<file path="src/shared/pstdbg_map.svh">
// Functional notes
// Four status pins, high impedance during reset.
// Codes 0000 continue, 0001 instruction, 0011 user.
// Code 0100 for marker or debug-write instruction.
// Code 0101 for taken branch or sync.
// Code 0111 for exception return instruction.
// Codes 1000 to 1011 start 1-4 byte transfers.
// Code 1100 exception, 1101 emulator entry exception.
// Code 1110 stopped, 1111 halted.
// Exception, emulator, stop, halt codes last several cycles.
// Shared clock pin: scan reset or debug clock.
// Shared pin: scan mode select or breakpoint.
// Shared serial input feeds scan or debug logic.
// Shared serial output from scan or debug logic.
// Boundary-scan port follows 1149.1A, own test clock.
// Reserved codes 0010 and 0110 never driven.
// Status changes with status clock output edge.
`ifndef PSTDBG_MAP_SVH
`define PSTDBG_MAP_SVH

// -----------------------------------------------------------------
// Status codes.
// -----------------------------------------------------------------
`define PSTDBG_PST_CONTINUE 4'h0
`define PSTDBG_PST_INSN 4'h1
`define PSTDBG_PST_USER 4'h3
`define PSTDBG_PST_MARK 4'h4
`define PSTDBG_PST_BRANCH 4'h5
`define PSTDBG_PST_RETURN 4'h7
`define PSTDBG_PST_DATA 2'b10
`define PSTDBG_PST_EXC 4'hc
`define PSTDBG_PST_EMU 4'hd
`define PSTDBG_PST_STOP 4'he
`define PSTDBG_PST_HALT 4'hf

// -----------------------------------------------------------------
// Timing and widths.
// -----------------------------------------------------------------
`define PSTDBG_EXC_TICKS 2'd2
`define PSTDBG_EVT_W 37
`define PSTDBG_DBG_W 17
`define PSTDBG_DBG_LAST 5'd16
`define PSTDBG_IR_W 4
`define PSTDBG_IR_RESET 4'h1
`define PSTDBG_IR_IDCODE 4'h1
`define PSTDBG_IR_BYPASS 4'hf
// Identification value is arbitrary.
`define PSTDBG_IDCODE 32'h0000_0001

`endif

</file>
<file path="src/shared/pstdbg_pkg.sv">
// -----------------------------------------------------------------
// Types shared by the status and debug pin block.
// -----------------------------------------------------------------
package pstdbg_pkg;
  // Kinds of core activity reported on the status pins.
  typedef enum logic [2:0] {
    EV_INSN, EV_USER, EV_MARK, EV_BRANCH, EV_RETURN, EV_DATA, EV_EXC, EV_EMU
  } pstdbg_evt_t;

  // Status emitter states.
  typedef enum logic [1:0] {EM_RUN, EM_NIBBLE, EM_HOLD} pstdbg_em_t;

  // Test access port controller states.
  typedef enum logic [3:0] {
    T_RESET, T_IDLE, T_SEL_DR, T_CAP_DR, T_SH_DR, T_EX1_DR, T_PA_DR, T_EX2_DR,
    T_UP_DR, T_SEL_IR, T_CAP_IR, T_SH_IR, T_EX1_IR, T_PA_IR, T_EX2_IR, T_UP_IR
  } pstdbg_tap_t;
endpackage : pstdbg_pkg

</file>
<file path="src/pstdbg_buf.sv">
`timescale 1ns/1ps
`include "pstdbg_map.svh"

// -----------------------------------------------------------------
// Two-entry buffer; the head entry is a register driven straight out.
// -----------------------------------------------------------------
module pstdbg_buf (
  input wire logic mclk, // Block clock.
  input wire logic arst_n, // Asynchronous reset, active low.
  input wire logic inValid, // Producer offers a word.
  output logic inReady, // Buffer can take a word.
  input wire logic [`PSTDBG_EVT_W-1:0] inData, // Offered word.
  output logic outValid, // Head word is present.
  input wire logic outReady, // Consumer takes the head word.
  output logic [`PSTDBG_EVT_W-1:0] outData // Head word, from a register.
);
  import pstdbg_pkg::*;

  logic [`PSTDBG_EVT_W-1:0] second; // Word waiting behind the head.
  logic [1:0] count; // Number of words held.
  logic push; // Word enters this cycle.
  logic pop; // Word leaves this cycle.

  // Full and empty follow the count, so a stall never drops a word.
  assign inReady = (count != 2'd2);
  assign outValid = (count != 2'd0);
  assign push = inValid && inReady;
  assign pop = outValid && outReady;

  // Occupancy count.
  always_ff @(posedge mclk or negedge arst_n) begin
    if (!arst_n) begin
      count <= 2'd0;
    end else begin
      count <= count + {1'b0, push} - {1'b0, pop};
    end
  end

  // Head and second slot; a new word goes wherever the queue ends.
  always_ff @(posedge mclk or negedge arst_n) begin
    if (!arst_n) begin
      outData <= '0;
      second <= '0;
    end else begin
      if (pop) begin
        outData <= (count == 2'd2) ? second : inData;
      end else if (push && count == 2'd0) begin
        outData <= inData;
      end
      if (push && ((count == 2'd1 && !pop) || (count == 2'd2))) begin
        second <= inData;
      end
    end
  end
endmodule : pstdbg_buf

</file>
<file path="src/pstdbg_top.sv">
`timescale 1ns/1ps
`include "pstdbg_map.svh"

// -----------------------------------------------------------------
// Processor status trace pins and shared scan/debug serial pins.
// -----------------------------------------------------------------
module pstdbg_top (
  input wire logic mclk, // Processor clock, 10 MHz.
  input wire logic arst_n, // Asynchronous reset, active low.
  input wire logic evtValid, // Core offers an activity event.
  output logic evtReady, // Event accepted into the buffer.
  input wire pstdbg_pkg::pstdbg_evt_t evtKind, // Kind of activity.
  input wire logic [1:0] evtBytes, // Data transfer length minus one.
  input wire logic [31:0] evtData, // Data for a debug transfer.
  input wire logic coreStopped, // Core waits for an interrupt.
  input wire logic coreHalted, // Core is halted.
  output logic [3:0] statusCode, // Status pins, driven value.
  output logic statusCodeOe, // Status pins driven when high.
  output logic statusClockOut, // Status clock output.
  output logic [3:0] debugDataBus, // Debug data nibble pins.
  input wire logic debugModeSel, // Pin: high selects debug use.
  input wire logic testClock, // Pin: scan test clock.
  input wire logic debugSerialClock, // Pin: scan reset low or debug clock.
  input wire logic modeSelectIn, // Pin: mode select or breakpoint.
  input wire logic serialDataIn, // Pin: shared serial input.
  output logic serialDataOut, // Pin: shared serial output.
  output logic serialDataOutOe, // Serial output driven when high.
  output logic breakpointRequest, // One-cycle breakpoint pulse.
  output logic dbgRxValid, // One-cycle pulse: debug word received.
  output logic [16:0] dbgRxData, // Received debug word.
  input wire logic [16:0] dbgTxData // Debug word to send next.
);
  import pstdbg_pkg::*;

  // -----------------------------------------------------------------
  // Pin synchronisers.
  // -----------------------------------------------------------------
  logic [4:0] syncA; // First stage, read only by the second stage.
  logic [4:0] syncB; // Second stage, safe to use.
  logic [4:0] syncC; // Previous safe value for edge finding.
  logic debugMode; // Debug use selected.
  logic tckRise; // Test clock rising edge.
  logic tckFall; // Test clock falling edge.
  logic dsRise; // Debug clock rising edge.
  logic dsFall; // Debug clock falling edge.
  logic trstLow; // Scan reset asserted.

  // All five pins are outside the clock domain, so two stages each.
  always_ff @(posedge mclk or negedge arst_n) begin
    if (!arst_n) begin
      syncA <= '0;
      syncB <= '0;
      syncC <= '0;
    end else begin
      syncA <= {debugModeSel, testClock, debugSerialClock, modeSelectIn, serialDataIn};
      syncB <= syncA;
      syncC <= syncB;
    end
  end

  assign debugMode = syncB[4];
  assign tckRise = syncB[3] && !syncC[3];
  assign tckFall = !syncB[3] && syncC[3];
  assign dsRise = syncB[2] && !syncC[2];
  assign dsFall = !syncB[2] && syncC[2];
  assign trstLow = !debugMode && !syncB[2];

  // -----------------------------------------------------------------
  // Event buffer.
  // -----------------------------------------------------------------
  logic popValid; // Buffered event present.
  logic popReady; // Emitter takes the event now.
  logic [`PSTDBG_EVT_W-1:0] popWord; // Buffered event word.
  pstdbg_evt_t popKind; // Kind of the buffered event.
  logic [1:0] popBytes; // Length of the buffered transfer.

  pstdbg_buf u_buf (
    .mclk(mclk),
    .arst_n(arst_n),
    .inValid(evtValid),
    .inReady(evtReady),
    .inData({evtKind, evtBytes, evtData}),
    .outValid(popValid),
    .outReady(popReady),
    .outData(popWord)
  );

  assign popKind = pstdbg_evt_t'(popWord[36:34]);
  assign popBytes = popWord[33:32];

  // Maps an event to its status code; reserved codes are unreachable.
  function automatic logic [3:0] codeOf(input pstdbg_evt_t k, input logic [1:0] n);
    logic [3:0] c;
    c = `PSTDBG_PST_CONTINUE;
    unique case (k)
      EV_INSN: c = `PSTDBG_PST_INSN;
      EV_USER: c = `PSTDBG_PST_USER;
      EV_MARK: c = `PSTDBG_PST_MARK;
      EV_BRANCH: c = `PSTDBG_PST_BRANCH;
      EV_RETURN: c = `PSTDBG_PST_RETURN;
      EV_DATA: c = {`PSTDBG_PST_DATA, n};
      EV_EXC: c = `PSTDBG_PST_EXC;
      EV_EMU: c = `PSTDBG_PST_EMU;
    endcase
    return c;
  endfunction : codeOf

  // -----------------------------------------------------------------
  // Status clock and emitter.
  // -----------------------------------------------------------------
  logic tick; // Status clock is about to rise.
  pstdbg_em_t emState; // Emitter state.
  logic [1:0] holdCnt; // Remaining extra ticks of a held code.
  logic [2:0] nibCnt; // Remaining nibbles minus one.
  logic [31:0] dataShift; // Debug data still to send.

  // The status clock runs at half the processor clock; the code and the
  // clock are both flops on the same edge, so they never skew.
  assign tick = !statusClockOut;
  assign popReady = tick && emState == EM_RUN && !coreHalted && !coreStopped;

  // Status clock divider.
  always_ff @(posedge mclk or negedge arst_n) begin
    if (!arst_n) begin
      statusClockOut <= 1'b0;
    end else begin
      statusClockOut <= !statusClockOut;
    end
  end

  // Pins float in reset and are driven from the first edge after it.
  always_ff @(posedge mclk or negedge arst_n) begin
    if (!arst_n) begin
      statusCodeOe <= 1'b0;
    end else begin
      statusCodeOe <= 1'b1;
    end
  end

  // Emitter: one code per status clock period.
  always_ff @(posedge mclk or negedge arst_n) begin
    if (!arst_n) begin
      emState <= EM_RUN;
      statusCode <= `PSTDBG_PST_CONTINUE;
      holdCnt <= 2'd0;
      nibCnt <= 3'd0;
      dataShift <= '0;
      debugDataBus <= 4'h0;
    end else if (tick) begin
      unique case (emState)
        EM_HOLD: begin
          // Held codes stay several ticks so a sampler cannot miss them.
          if (holdCnt == 2'd0) begin
            emState <= EM_RUN;
            statusCode <= `PSTDBG_PST_CONTINUE;
          end else begin
            holdCnt <= holdCnt - 2'd1;
          end
        end
        EM_NIBBLE: begin
          // Low nibble first; the code shows plain progress meanwhile.
          debugDataBus <= dataShift[3:0];
          dataShift <= {4'h0, dataShift[31:4]};
          statusCode <= `PSTDBG_PST_CONTINUE;
          if (nibCnt == 3'd0) begin
            emState <= EM_RUN;
          end else begin
            nibCnt <= nibCnt - 3'd1;
          end
        end
        EM_RUN: begin
          if (coreHalted) begin
            statusCode <= `PSTDBG_PST_HALT;
          end else if (coreStopped) begin
            statusCode <= `PSTDBG_PST_STOP;
          end else if (popValid) begin
            statusCode <= codeOf(popKind, popBytes);
            if (popKind == EV_DATA) begin
              emState <= EM_NIBBLE;
              dataShift <= popWord[31:0];
              nibCnt <= {popBytes, 1'b1};
            end else if (popKind == EV_EXC || popKind == EV_EMU) begin
              emState <= EM_HOLD;
              holdCnt <= `PSTDBG_EXC_TICKS - 2'd1;
            end
          end else begin
            statusCode <= `PSTDBG_PST_CONTINUE;
          end
        end
      endcase
    end
  end

  // -----------------------------------------------------------------
  // Boundary-scan test access port.
  // -----------------------------------------------------------------
  pstdbg_tap_t tapState; // Controller state.
  pstdbg_tap_t next_tapState; // Controller state after the edge.
  logic [`PSTDBG_IR_W-1:0] irShift; // Instruction shift stage.
  logic [`PSTDBG_IR_W-1:0] irReg; // Current instruction.
  logic [31:0] drShift; // Data shift stage.
  logic tdoBit; // Scan output, changes on the falling test clock.
  logic tdoEn; // Scan output enable.

  // Next state from mode select, as the standard controller walks.
  always_comb begin
    next_tapState = tapState;
    unique case (tapState)
      T_RESET: next_tapState = syncB[1] ? T_RESET : T_IDLE;
      T_IDLE: next_tapState = syncB[1] ? T_SEL_DR : T_IDLE;
      T_SEL_DR: next_tapState = syncB[1] ? T_SEL_IR : T_CAP_DR;
      T_CAP_DR: next_tapState = syncB[1] ? T_EX1_DR : T_SH_DR;
      T_SH_DR: next_tapState = syncB[1] ? T_EX1_DR : T_SH_DR;
      T_EX1_DR: next_tapState = syncB[1] ? T_UP_DR : T_PA_DR;
      T_PA_DR: next_tapState = syncB[1] ? T_EX2_DR : T_PA_DR;
      T_EX2_DR: next_tapState = syncB[1] ? T_UP_DR : T_SH_DR;
      T_UP_DR: next_tapState = syncB[1] ? T_SEL_DR : T_IDLE;
      T_SEL_IR: next_tapState = syncB[1] ? T_RESET : T_CAP_IR;
      T_CAP_IR: next_tapState = syncB[1] ? T_EX1_IR : T_SH_IR;
      T_SH_IR: next_tapState = syncB[1] ? T_EX1_IR : T_SH_IR;
      T_EX1_IR: next_tapState = syncB[1] ? T_UP_IR : T_PA_IR;
      T_PA_IR: next_tapState = syncB[1] ? T_EX2_IR : T_PA_IR;
      T_EX2_IR: next_tapState = syncB[1] ? T_UP_IR : T_SH_IR;
      T_UP_IR: next_tapState = syncB[1] ? T_SEL_DR : T_IDLE;
    endcase
  end

  // Controller and registers advance on the rising test clock.
  always_ff @(posedge mclk or negedge arst_n) begin
    if (!arst_n) begin
      tapState <= T_RESET;
      irShift <= '0;
      irReg <= `PSTDBG_IR_RESET;
      drShift <= '0;
    end else if (trstLow) begin
      tapState <= T_RESET;
      irReg <= `PSTDBG_IR_RESET;
    end else if (!debugMode && tckRise) begin
      tapState <= next_tapState;
      unique case (tapState)
        T_RESET: irReg <= `PSTDBG_IR_RESET;
        T_CAP_IR: irShift <= 4'h1;
        T_SH_IR: irShift <= {syncB[0], irShift[`PSTDBG_IR_W-1:1]};
        T_UP_IR: irReg <= irShift;
        T_CAP_DR: drShift <= (irReg == `PSTDBG_IR_IDCODE) ? `PSTDBG_IDCODE : 32'h0;
        T_SH_DR: begin
          // Bypass is a single stage; other instructions use the full word.
          if (irReg == `PSTDBG_IR_BYPASS) begin
            drShift <= {31'h0, syncB[0]};
          end else begin
            drShift <= {syncB[0], drShift[31:1]};
          end
        end
        default: drShift <= drShift;
      endcase
    end
  end

  // Scan output is only driven while shifting.
  always_ff @(posedge mclk or negedge arst_n) begin
    if (!arst_n) begin
      tdoBit <= 1'b0;
      tdoEn <= 1'b0;
    end else if (tckFall) begin
      tdoEn <= (tapState == T_SH_DR) || (tapState == T_SH_IR);
      tdoBit <= (tapState == T_SH_IR) ? irShift[0] : drShift[0];
    end
  end

  // -----------------------------------------------------------------
  // Background debug serial channel.
  // -----------------------------------------------------------------
  logic [`PSTDBG_DBG_W-1:0] dbgShift; // Debug shift stage.
  logic [4:0] dbgCnt; // Bits taken in the current word.
  logic dsoBit; // Debug output bit.
  logic bkptPrev; // Breakpoint pin seen last cycle.

  // Input taken on the rising debug clock, output moved on the falling.
  always_ff @(posedge mclk or negedge arst_n) begin
    if (!arst_n) begin
      dbgShift <= '0;
      dbgCnt <= 5'd0;
      dsoBit <= 1'b0;
      dbgRxValid <= 1'b0;
      dbgRxData <= '0;
    end else begin
      dbgRxValid <= 1'b0;
      if (!debugMode) begin
        dbgCnt <= 5'd0;
      end else if (dsRise) begin
        if (dbgCnt == `PSTDBG_DBG_LAST) begin
          dbgRxData <= {dbgShift[15:0], syncB[0]};
          dbgRxValid <= 1'b1;
          dbgShift <= dbgTxData;
          dbgCnt <= 5'd0;
        end else begin
          dbgShift <= {dbgShift[15:0], syncB[0]};
          dbgCnt <= dbgCnt + 5'd1;
        end
      end else if (dsFall) begin
        dsoBit <= dbgShift[16];
      end
    end
  end

  // The shared pin raises a breakpoint only in debug use.
  always_ff @(posedge mclk or negedge arst_n) begin
    if (!arst_n) begin
      bkptPrev <= 1'b0;
      breakpointRequest <= 1'b0;
    end else begin
      bkptPrev <= syncB[1];
      breakpointRequest <= debugMode && syncB[1] && !bkptPrev;
    end
  end

  // One output pin, owned by whichever function is in use.
  assign serialDataOut = debugMode ? dsoBit : tdoBit;
  assign serialDataOutOe = debugMode || tdoEn;

  // -----------------------------------------------------------------
  // Assertions and covers.
  // -----------------------------------------------------------------
  AST_HIZ_RESET: assert property (@(posedge mclk) !arst_n |-> !statusCodeOe)
    else $error("Status pins driven during reset.");
  AST_NO_RESERVED: assert property (@(posedge mclk) disable iff (!arst_n)
    statusCode != 4'h2 && statusCode != 4'h6)
    else $error("Reserved status code driven.");
  AST_INSN_CODE: assert property (@(posedge mclk) disable iff (!arst_n)
    popValid && popReady && popKind == EV_INSN |=> statusCode == 4'h1)
    else $error("Instruction start not reported.");
  AST_DATA_CODE: assert property (@(posedge mclk) disable iff (!arst_n)
    popValid && popReady && popKind == EV_DATA |=> statusCode == {2'b10, $past(popBytes)})
    else $error("Transfer length code wrong.");
  AST_HALT_CODE: assert property (@(posedge mclk) disable iff (!arst_n)
    tick && emState == EM_RUN && coreHalted |=> statusCode == 4'hf)
    else $error("Halt not reported.");
  AST_EXC_HOLD: assert property (@(posedge mclk) disable iff (!arst_n)
    $rose(statusCode == 4'hc) |-> (statusCode == 4'hc) [*4])
    else $error("Exception code too short.");
  AST_CLK_ALIGN: assert property (@(posedge mclk) disable iff (!arst_n)
    $changed(statusCode) |-> $rose(statusClockOut))
    else $error("Status changed off the status clock edge.");
  AST_TAP_RESET: assert property (@(posedge mclk) disable iff (!arst_n)
    trstLow |=> tapState == T_RESET)
    else $error("Scan reset ignored.");
  AST_BREAKPOINT_REQUEST_MODE: assert property (@(posedge mclk) disable iff (!arst_n)
    breakpointRequest |-> $past(debugMode))
    else $error("Breakpoint outside debug use.");
  AST_DSO_OWNER: assert property (@(posedge mclk) disable iff (!arst_n)
    debugMode && dsFall |=> serialDataOutOe && serialDataOut == $past(dbgShift[16]))
    else $error("Debug output not routed.");

  COV_DATA: cover property (@(posedge mclk) disable iff (!arst_n)
    statusCode == 4'hb ##2 emState == EM_NIBBLE);
  COV_EXC: cover property (@(posedge mclk) disable iff (!arst_n) $rose(statusCode == 4'hd));
  COV_HALT: cover property (@(posedge mclk) disable iff (!arst_n) statusCode == 4'hf);
  COV_SHIFT_DR: cover property (@(posedge mclk) disable iff (!arst_n) tapState == T_SH_DR);
  COV_DBG_RX: cover property (@(posedge mclk) disable iff (!arst_n) dbgRxValid);
endmodule : pstdbg_top
</file>
<file path="config.mk">
export PLATFORM = sky130hd
export DESIGN_NAME = pstdbg_top
export DESIGN_NICKNAME = d
export VERILOG_FILES = /design/src/shared/pstdbg_pkg.sv /design/src/pstdbg_buf.sv /design/src/pstdbg_top.sv
export VERILOG_INCLUDE_DIRS = /design/src /design/src/shared
export SDC_FILE = /design/constraint.sdc
export NUM_CORES = 1
export LEC_CHECK = 0
export BUFFER_PORTS_ARGS = -buffer_cell sky130_fd_sc_hd__buf_2
export CELL_PAD_IN_SITES_DETAIL_PLACEMENT = 0
export CELL_PAD_IN_SITES_GLOBAL_PLACEMENT = 2
export CORE_ASPECT_RATIO = 0.5
export CORE_MARGIN = 2
export CORE_UTILIZATION = 36
export DETAILED_ROUTE_END_ITERATION = 6
export PLACE_DENSITY = 0.86
export REMOVE_ABC_BUFFERS = 1
export SKIP_LAST_GASP = 1
export SLEW_MARGIN = 25
export SYNTH_ARGS = -nofsm -noshare
export SYNTH_HDL_FRONTEND = slang
export SYNTH_SLANG_ARGS = --single-unit
</file>
<file path="constraint.sdc">
create_clock -name mclk -period 2.31 [get_ports mclk]
set_clock_uncertainty 0.2 [all_clocks]
set_input_delay 0.462 -clock mclk [delete_from_list [all_inputs] [get_ports mclk]]
set_output_delay 0.462 -clock mclk [all_outputs]
set_load 0.05 [all_outputs]
</file>
[Word level (Yosys, flattened, before mapping)]
Index checks and enable logic that the tools add are counted.
Cells by class
  add/sub/neg operators: 5
  multiply operators: 0
  divide/modulo/power cells: 0
  order comparisons: 0
  equal/unequal tests: 42
  shifts and indexed selects: 0
  muxes and demuxes: 66
  bitwise operators: 3
  reduce and logical (&&, ||, !) cells: 59
Operator list (count)
  $mux W32: 5
  $pmux W32 S2: 2
  $mux W37: 3
  $mux W4: 12
  $pmux W4 S12: 1
  $eq A4 B4 Y1 const B: 9
  $mux W2: 16
  $pmux W4 S8: 1
  $mux W3: 7
  $mux W17: 1
  $eq A4 B3 Y1 const B: 4
  $logic_and A1 B1 Y1: 16
  $ne A2 B2 Y1 const B: 8
  $pmux W4 S2: 2
  $mux W5: 3
  $reduce_and A7 Y1: 2
  $reduce_bool A2 Y1: 7
  $eq A3 B3 Y1 const B: 4
  $pmux W4 S3: 1
  $reduce_and A3 Y1: 4
  $logic_not A1 Y1: 10
  $mux W1: 9
  $eq A4 B1 Y1 const B: 2
  $eq A4 B2 Y1 const B: 2
  other kinds (26): 44
Storage, ports and cells
  flip-flop bits (word level): 228
  bits in latches: 0
  RAM bits: 0
  ROM bits: 0
  output and inout bits: 32
  logic and storage cells: 202
  memories kept: 0

[Longest topological paths before layout]
  depth in word-level cells: 9
  gate-level depth with buffers: 8
  gate-level depth less buffers: 7

[Cells and area by module]
From an unflattened synthesis, not the netlist that was laid out.
Unflattened totals
  cells, all modules: 992
  area total of the unflattened synthesis: 10650.2 um2
Modules (own cells, without submodules)
  pstdbg_top: instances 1, cells each 608, area an instance 6789.0 um2, sequential area each 3754.9 um2
  pstdbg_buf: instances 1, cells each 384, area an instance 3861.2 um2, sequential area each 1901.8 um2

[Least setup slack after synthesis]
OpenSTA, ideal clock, no wires.
  path kind: flip-flop to flip-flop
  start point: register statusClockOut
  end point: register u_buf.outData[10]
  data arrival time: 2.176 ns
  path slack: -0.191 ns
  stages on the path, launching flop included: 7
  path buffers: 2
  clock period less this slack: 2.501 ns
  cell sequence: dfrtp_1 > or3_4 > or3_1 > buf_6 > buf_6 > mux2_4 > mux2_2
On the way
  cells in the longest elaborated chain, start to end: 6
  elaborated cells on any way between the ends: 7
  classes of those cells: mux (1); reduce/logical (6)
Ends and longest elaborated chain
  start: declaration: line pstdbg_top.sv:19  | output logic statusClockOut,
  start signal: assignment: line pstdbg_top.sv:127  | statusClockOut <= !statusClockOut;
  $logic_not A1 Y1 *: line pstdbg_top.sv:119  | assign tick = !statusClockOut;
  $logic_and A1 B1 Y1 * (3 in a row): line pstdbg_top.sv:120  | assign popReady = tick && emState == EM_RUN && !coreHalted && !coreStopped;
  $logic_and A1 B1 Y1 *: line pstdbg_buf.sv:28  | assign pop = outValid && outReady;
  $mux W37 or $reduce_bool A2 Y1 (tied branches)
  end signal: assignment: line pstdbg_buf.sv:46  | outData <= (count == 2'd2) ? second : inData;
  end signal: assignment: line pstdbg_buf.sv:48  | outData <= inData;
  end: declaration: line pstdbg_buf.sv:15  | output logic [`PSTDBG_EVT_W-1:0] outData
Mark *: on every way between the ends. The rest lies on a longest branch, timed or not.
A chain may end at the register's enable or synchronous reset.

[Final worst setup path]
  start point: register emState[0]
  end point: register u_buf.outData[17]
On the way
  cells in the longest elaborated chain, start to end: 6
  elaborated cells on any way between the ends: 7
  classes of those cells: mux (1); reduce/logical (6)
Ends and longest elaborated chain
  start: declaration: line pstdbg_top.sv:112  | pstdbg_em_t emState;
  start signal: assignment: line pstdbg_top.sv:143  | emState <= EM_RUN;
  start signal: assignment: line pstdbg_top.sv:154  | emState <= EM_RUN;
  start signal: assignment: line pstdbg_top.sv:166  | emState <= EM_RUN;
  $logic_not A2 Y1 *: line pstdbg_top.sv:120
  $logic_and A1 B1 Y1 * (3 in a row): line pstdbg_top.sv:120
  $logic_and A1 B1 Y1 *: line pstdbg_buf.sv:28
  $mux W37 or $reduce_bool A2 Y1 (tied branches)
Marks and branches as above.

==> results.toml <==
[layout]
drive_above_1_share_pct = 33.5
layout_common_cells = "224 x dfrtp_1, 115 x mux2_2, 97 x nand2_1"
diodes = 0
final_common_cell = "dfrtp_1"
design_area_um2 = 12500
area_growth_pct = 23.9
nets = 1060
stdcell_count = 1387

[cts]
clkTransAtPathRegs_ns = 0.07
cts_buffer_depth = 3
cts_buffers = 22
htreeDepth = 1
clock_latency_ns = 0.51
clock_sinks = 226
clock_tree.root_cell = "clkbuf_16"
cts_tree = "done"

[global_route]
grt_pass1_vias = 6831
grt.overflow.total = 0
grt_pass1_wl_um = 34600
antenna_found_initial = 0
grt_start_max_net_pins = 65
grt_usage_pct = 14.4

[synthesis]
synth_area_per_cell_um2 = 12.0
synthMuxAreaShare_pct = 21.5
synth_adder_area_share_pct = 0.865
synth_cell_types = 57
synth.largest_area_cell = "dfrtp_1"
synth_top_family_by_area = "multiplexers"
synth-seq-cells = 226
synth-simple-area-share_pct = 8.44
synth.top_cell.area_share_pct = 55.6
synthXorXnorAreaFrac_pct = 0.346
yosys_warnings = 0
seq_area_frac_synth_pct = 55.9
ys_top_cells_by_area = "dfrtp_1 56%, mux2_2 13%, mux2i_1 4.4%, mux2_4 4.3%, nand2_1 3.6%"
netlist_instances = 845
async_flop_share_pct = 100
syn_area_um2 = 10100
synth_compound_area_share_pct = 9.69
synth_edf_count = 0
ys.flop_type = "dfrtp_1"

[power_and_ir_drop]
power.leakage_nw = 5.72
swShare_pct = 30.0
power.density_nw_per_um2 = 1070
p_total_mw = 13.4
power_frac_seq_pct = 43.1
internal_power_mw = 9.40
clkPwrFrac_pct = 29.8
irDropWorstVdd_mv = 0.566
switchingPower_mw = 4.04
combPwrFrac_pct = 27.1

[floorplan]
die_area_um2 = 29600
boundaryPins = 96
initial_utilization_pct = 36.6
die_w_um = 241
die_y_um = 123
std_cell_rows = 43
core_um2 = 27700

[min_path]
hold-path-cell-count = 2
hold_start = "evtBytes[1]"
hold_path_end = "u_buf.second[33]$_DFFE_PN0P_"
hp-class = "input port to register"

[detailed_routing]
wl_per_cell_um = 14.8
wirelength_um = 20500
drt-initial-drc-count = 402
postRouteAntennaNets = 0
first_pass_iters = 4
dr_total_vias = 6717
vias_per_cell = 4.84
route.detailed.drc = 0

[place]
gp_congestion = 0.757
dpl.hpwl_um = 13800
port_buffers = 95
place_inst = 1314
place_area_um2 = 11400

[setup_path]
regToRegSetupSlack_ns = 0.0006
r2r_end = "u_buf.outData[17]$_DFFE_PN0P_"
required_ns = 2.51
setup.worst_path.end_class = "register"
reg2reg_from = "emState[0]$_DFFE_PN0P_"
critPathLaunchType = "register"
r2r_cells = 5
crit_fanout = 25
crit_type = "register to register"
arrival_ns = 2.51

[sta]
finalHoldViolCount = 0
drv_slew = 0
rsz0062_at_grt = "true"
hold_slack_ns = 0.00801
min_period_ns = 2.31
setup_violations = 0
fmax_mhz = 433
fin_crit_sh_pct = 100

[flow_run]
max_cap_violations = 0

[run_status]
status = "finished clean"
worst max path at each step:
stage	startpoint	slack (ns)	end	cells past startpoint
6_report	emState[0]$_DFFE_PN0P_	0.0006	u_buf.outData[17]$_DFFE_PN0P_	5
5_1_grt	emState[0]$_DFFE_PN0P_	-0.04	u_buf.outData[22]$_DFFE_PN0P_	5
4_1_cts	emState[0]$_DFFE_PN0P_	-0.004	u_buf.outData[26]$_DFFE_PN0P_	5
3_5_place_dp	coreHalted	-0.27	u_buf.outData[26]$_DFFE_PN0P_	6
3_3_place_gp	coreHalted	-0.25	u_buf.outData[10]$_DFFE_PN0P_	6
2_1_floorplan	emState[0]$_DFFE_PN0P_	-3.19	dataShift[0]$_DFFE_PN0P_	4
critical path, cell delays in order, from the launching register on:
cell	delay, ns
dfrtp_1	0.39
or3_4	0.40
or3_4	0.42
buf_12	0.19
mux2_4	0.31
mux2_2	0.27
cells in the mapped netlist (all sizes together), types with 3 or more instances:
cell    instances
dfrtp         225
mux2          144
nand2          97
o21ai          66
mux2i          45
clkbuf         36
a21oi          31
a31oi          28
nor2           23
inv            20
buf            18
a22o           10
nand3           8
nor3            8
ha              7
nand2b          7
nor2b           6
a21o            5
nand3b          5
and2            4
nand4b          4
o31ai           4
or3             4
a211oi          3
a21boi          3
nor4            3
xnor2           3
through the flow:
step           utilization, %  setup TNS, ns  worst slack, ns
2_1_floorplan               -        -228.16            -3.19
3_3_place_gp             41.2          -8.22           -0.246
3_5_place_dp             41.2          -8.62           -0.273
4_1_cts                  45.2       -0.00462         -0.00381
5_1_grt                  45.4         -0.609          -0.0393
6_report                 45.4              0         0.000555
power by group through the flow:
stage                     logic [mW]  registers, mW  clock network, mW
after floorplan                 2.32           5.90                  0
after global placement          3.52           5.80                  0
after detailed placement        3.64           5.86                  0
after CTS                       3.69           5.80               4.13
after global routing            4.00           5.95               4.29
final                           3.64           5.79               4.01
registers in the layout, summed over array words and instances (netlist names), 3 cells and up:
signal and count:
statusCode 4, dataShift 32, dbgShift 17, dbgCnt 5
dbgRxData 17, debugDataBus 4, drShift 32, irReg 4
u_buf.outData 37, u_buf.second 37, syncC 3, tapState 4
syncB 5, irShift 4, nibCnt 3, syncA 5
metal layers:
metal	part of all wire (%)	GRT usage, %	wire [µm]
met5	0	0	0
met4	2.3	3.67	463
met3	2.6	2.70	538
met2	49	24.9	10000
met1	46	18.9	9540
timing repair:
action	in CTS	in global routing
hold buffers	26	6
buffers inserted	1	0
gates resized for setup	2	2
setup endpoints to repair	37	29
endpoints found under the hold margin	71	6
final cells by class:
type	count	area [µm²]
clock buffer	32	669
clock inverter	8	149
fill	2566	15100
inverter	20	75.1
multi-input combinational	545	4200
sequential	226	5660
tap	382	478
timing repair buffer	174	1320
logic make-up (layout without fill, tap and decap cells):
kind of cell    count (synthesis)  in the layout
compound gates                163            163
xor+xnor                        4              4
fa+ha+maj                       7              7
buf+inv                        74            234
flops                         226            226
mux                           189            189
other cells                     1              1
simple gates                  181            181
No activity file was read; power rests on OpenSTA's default activity.
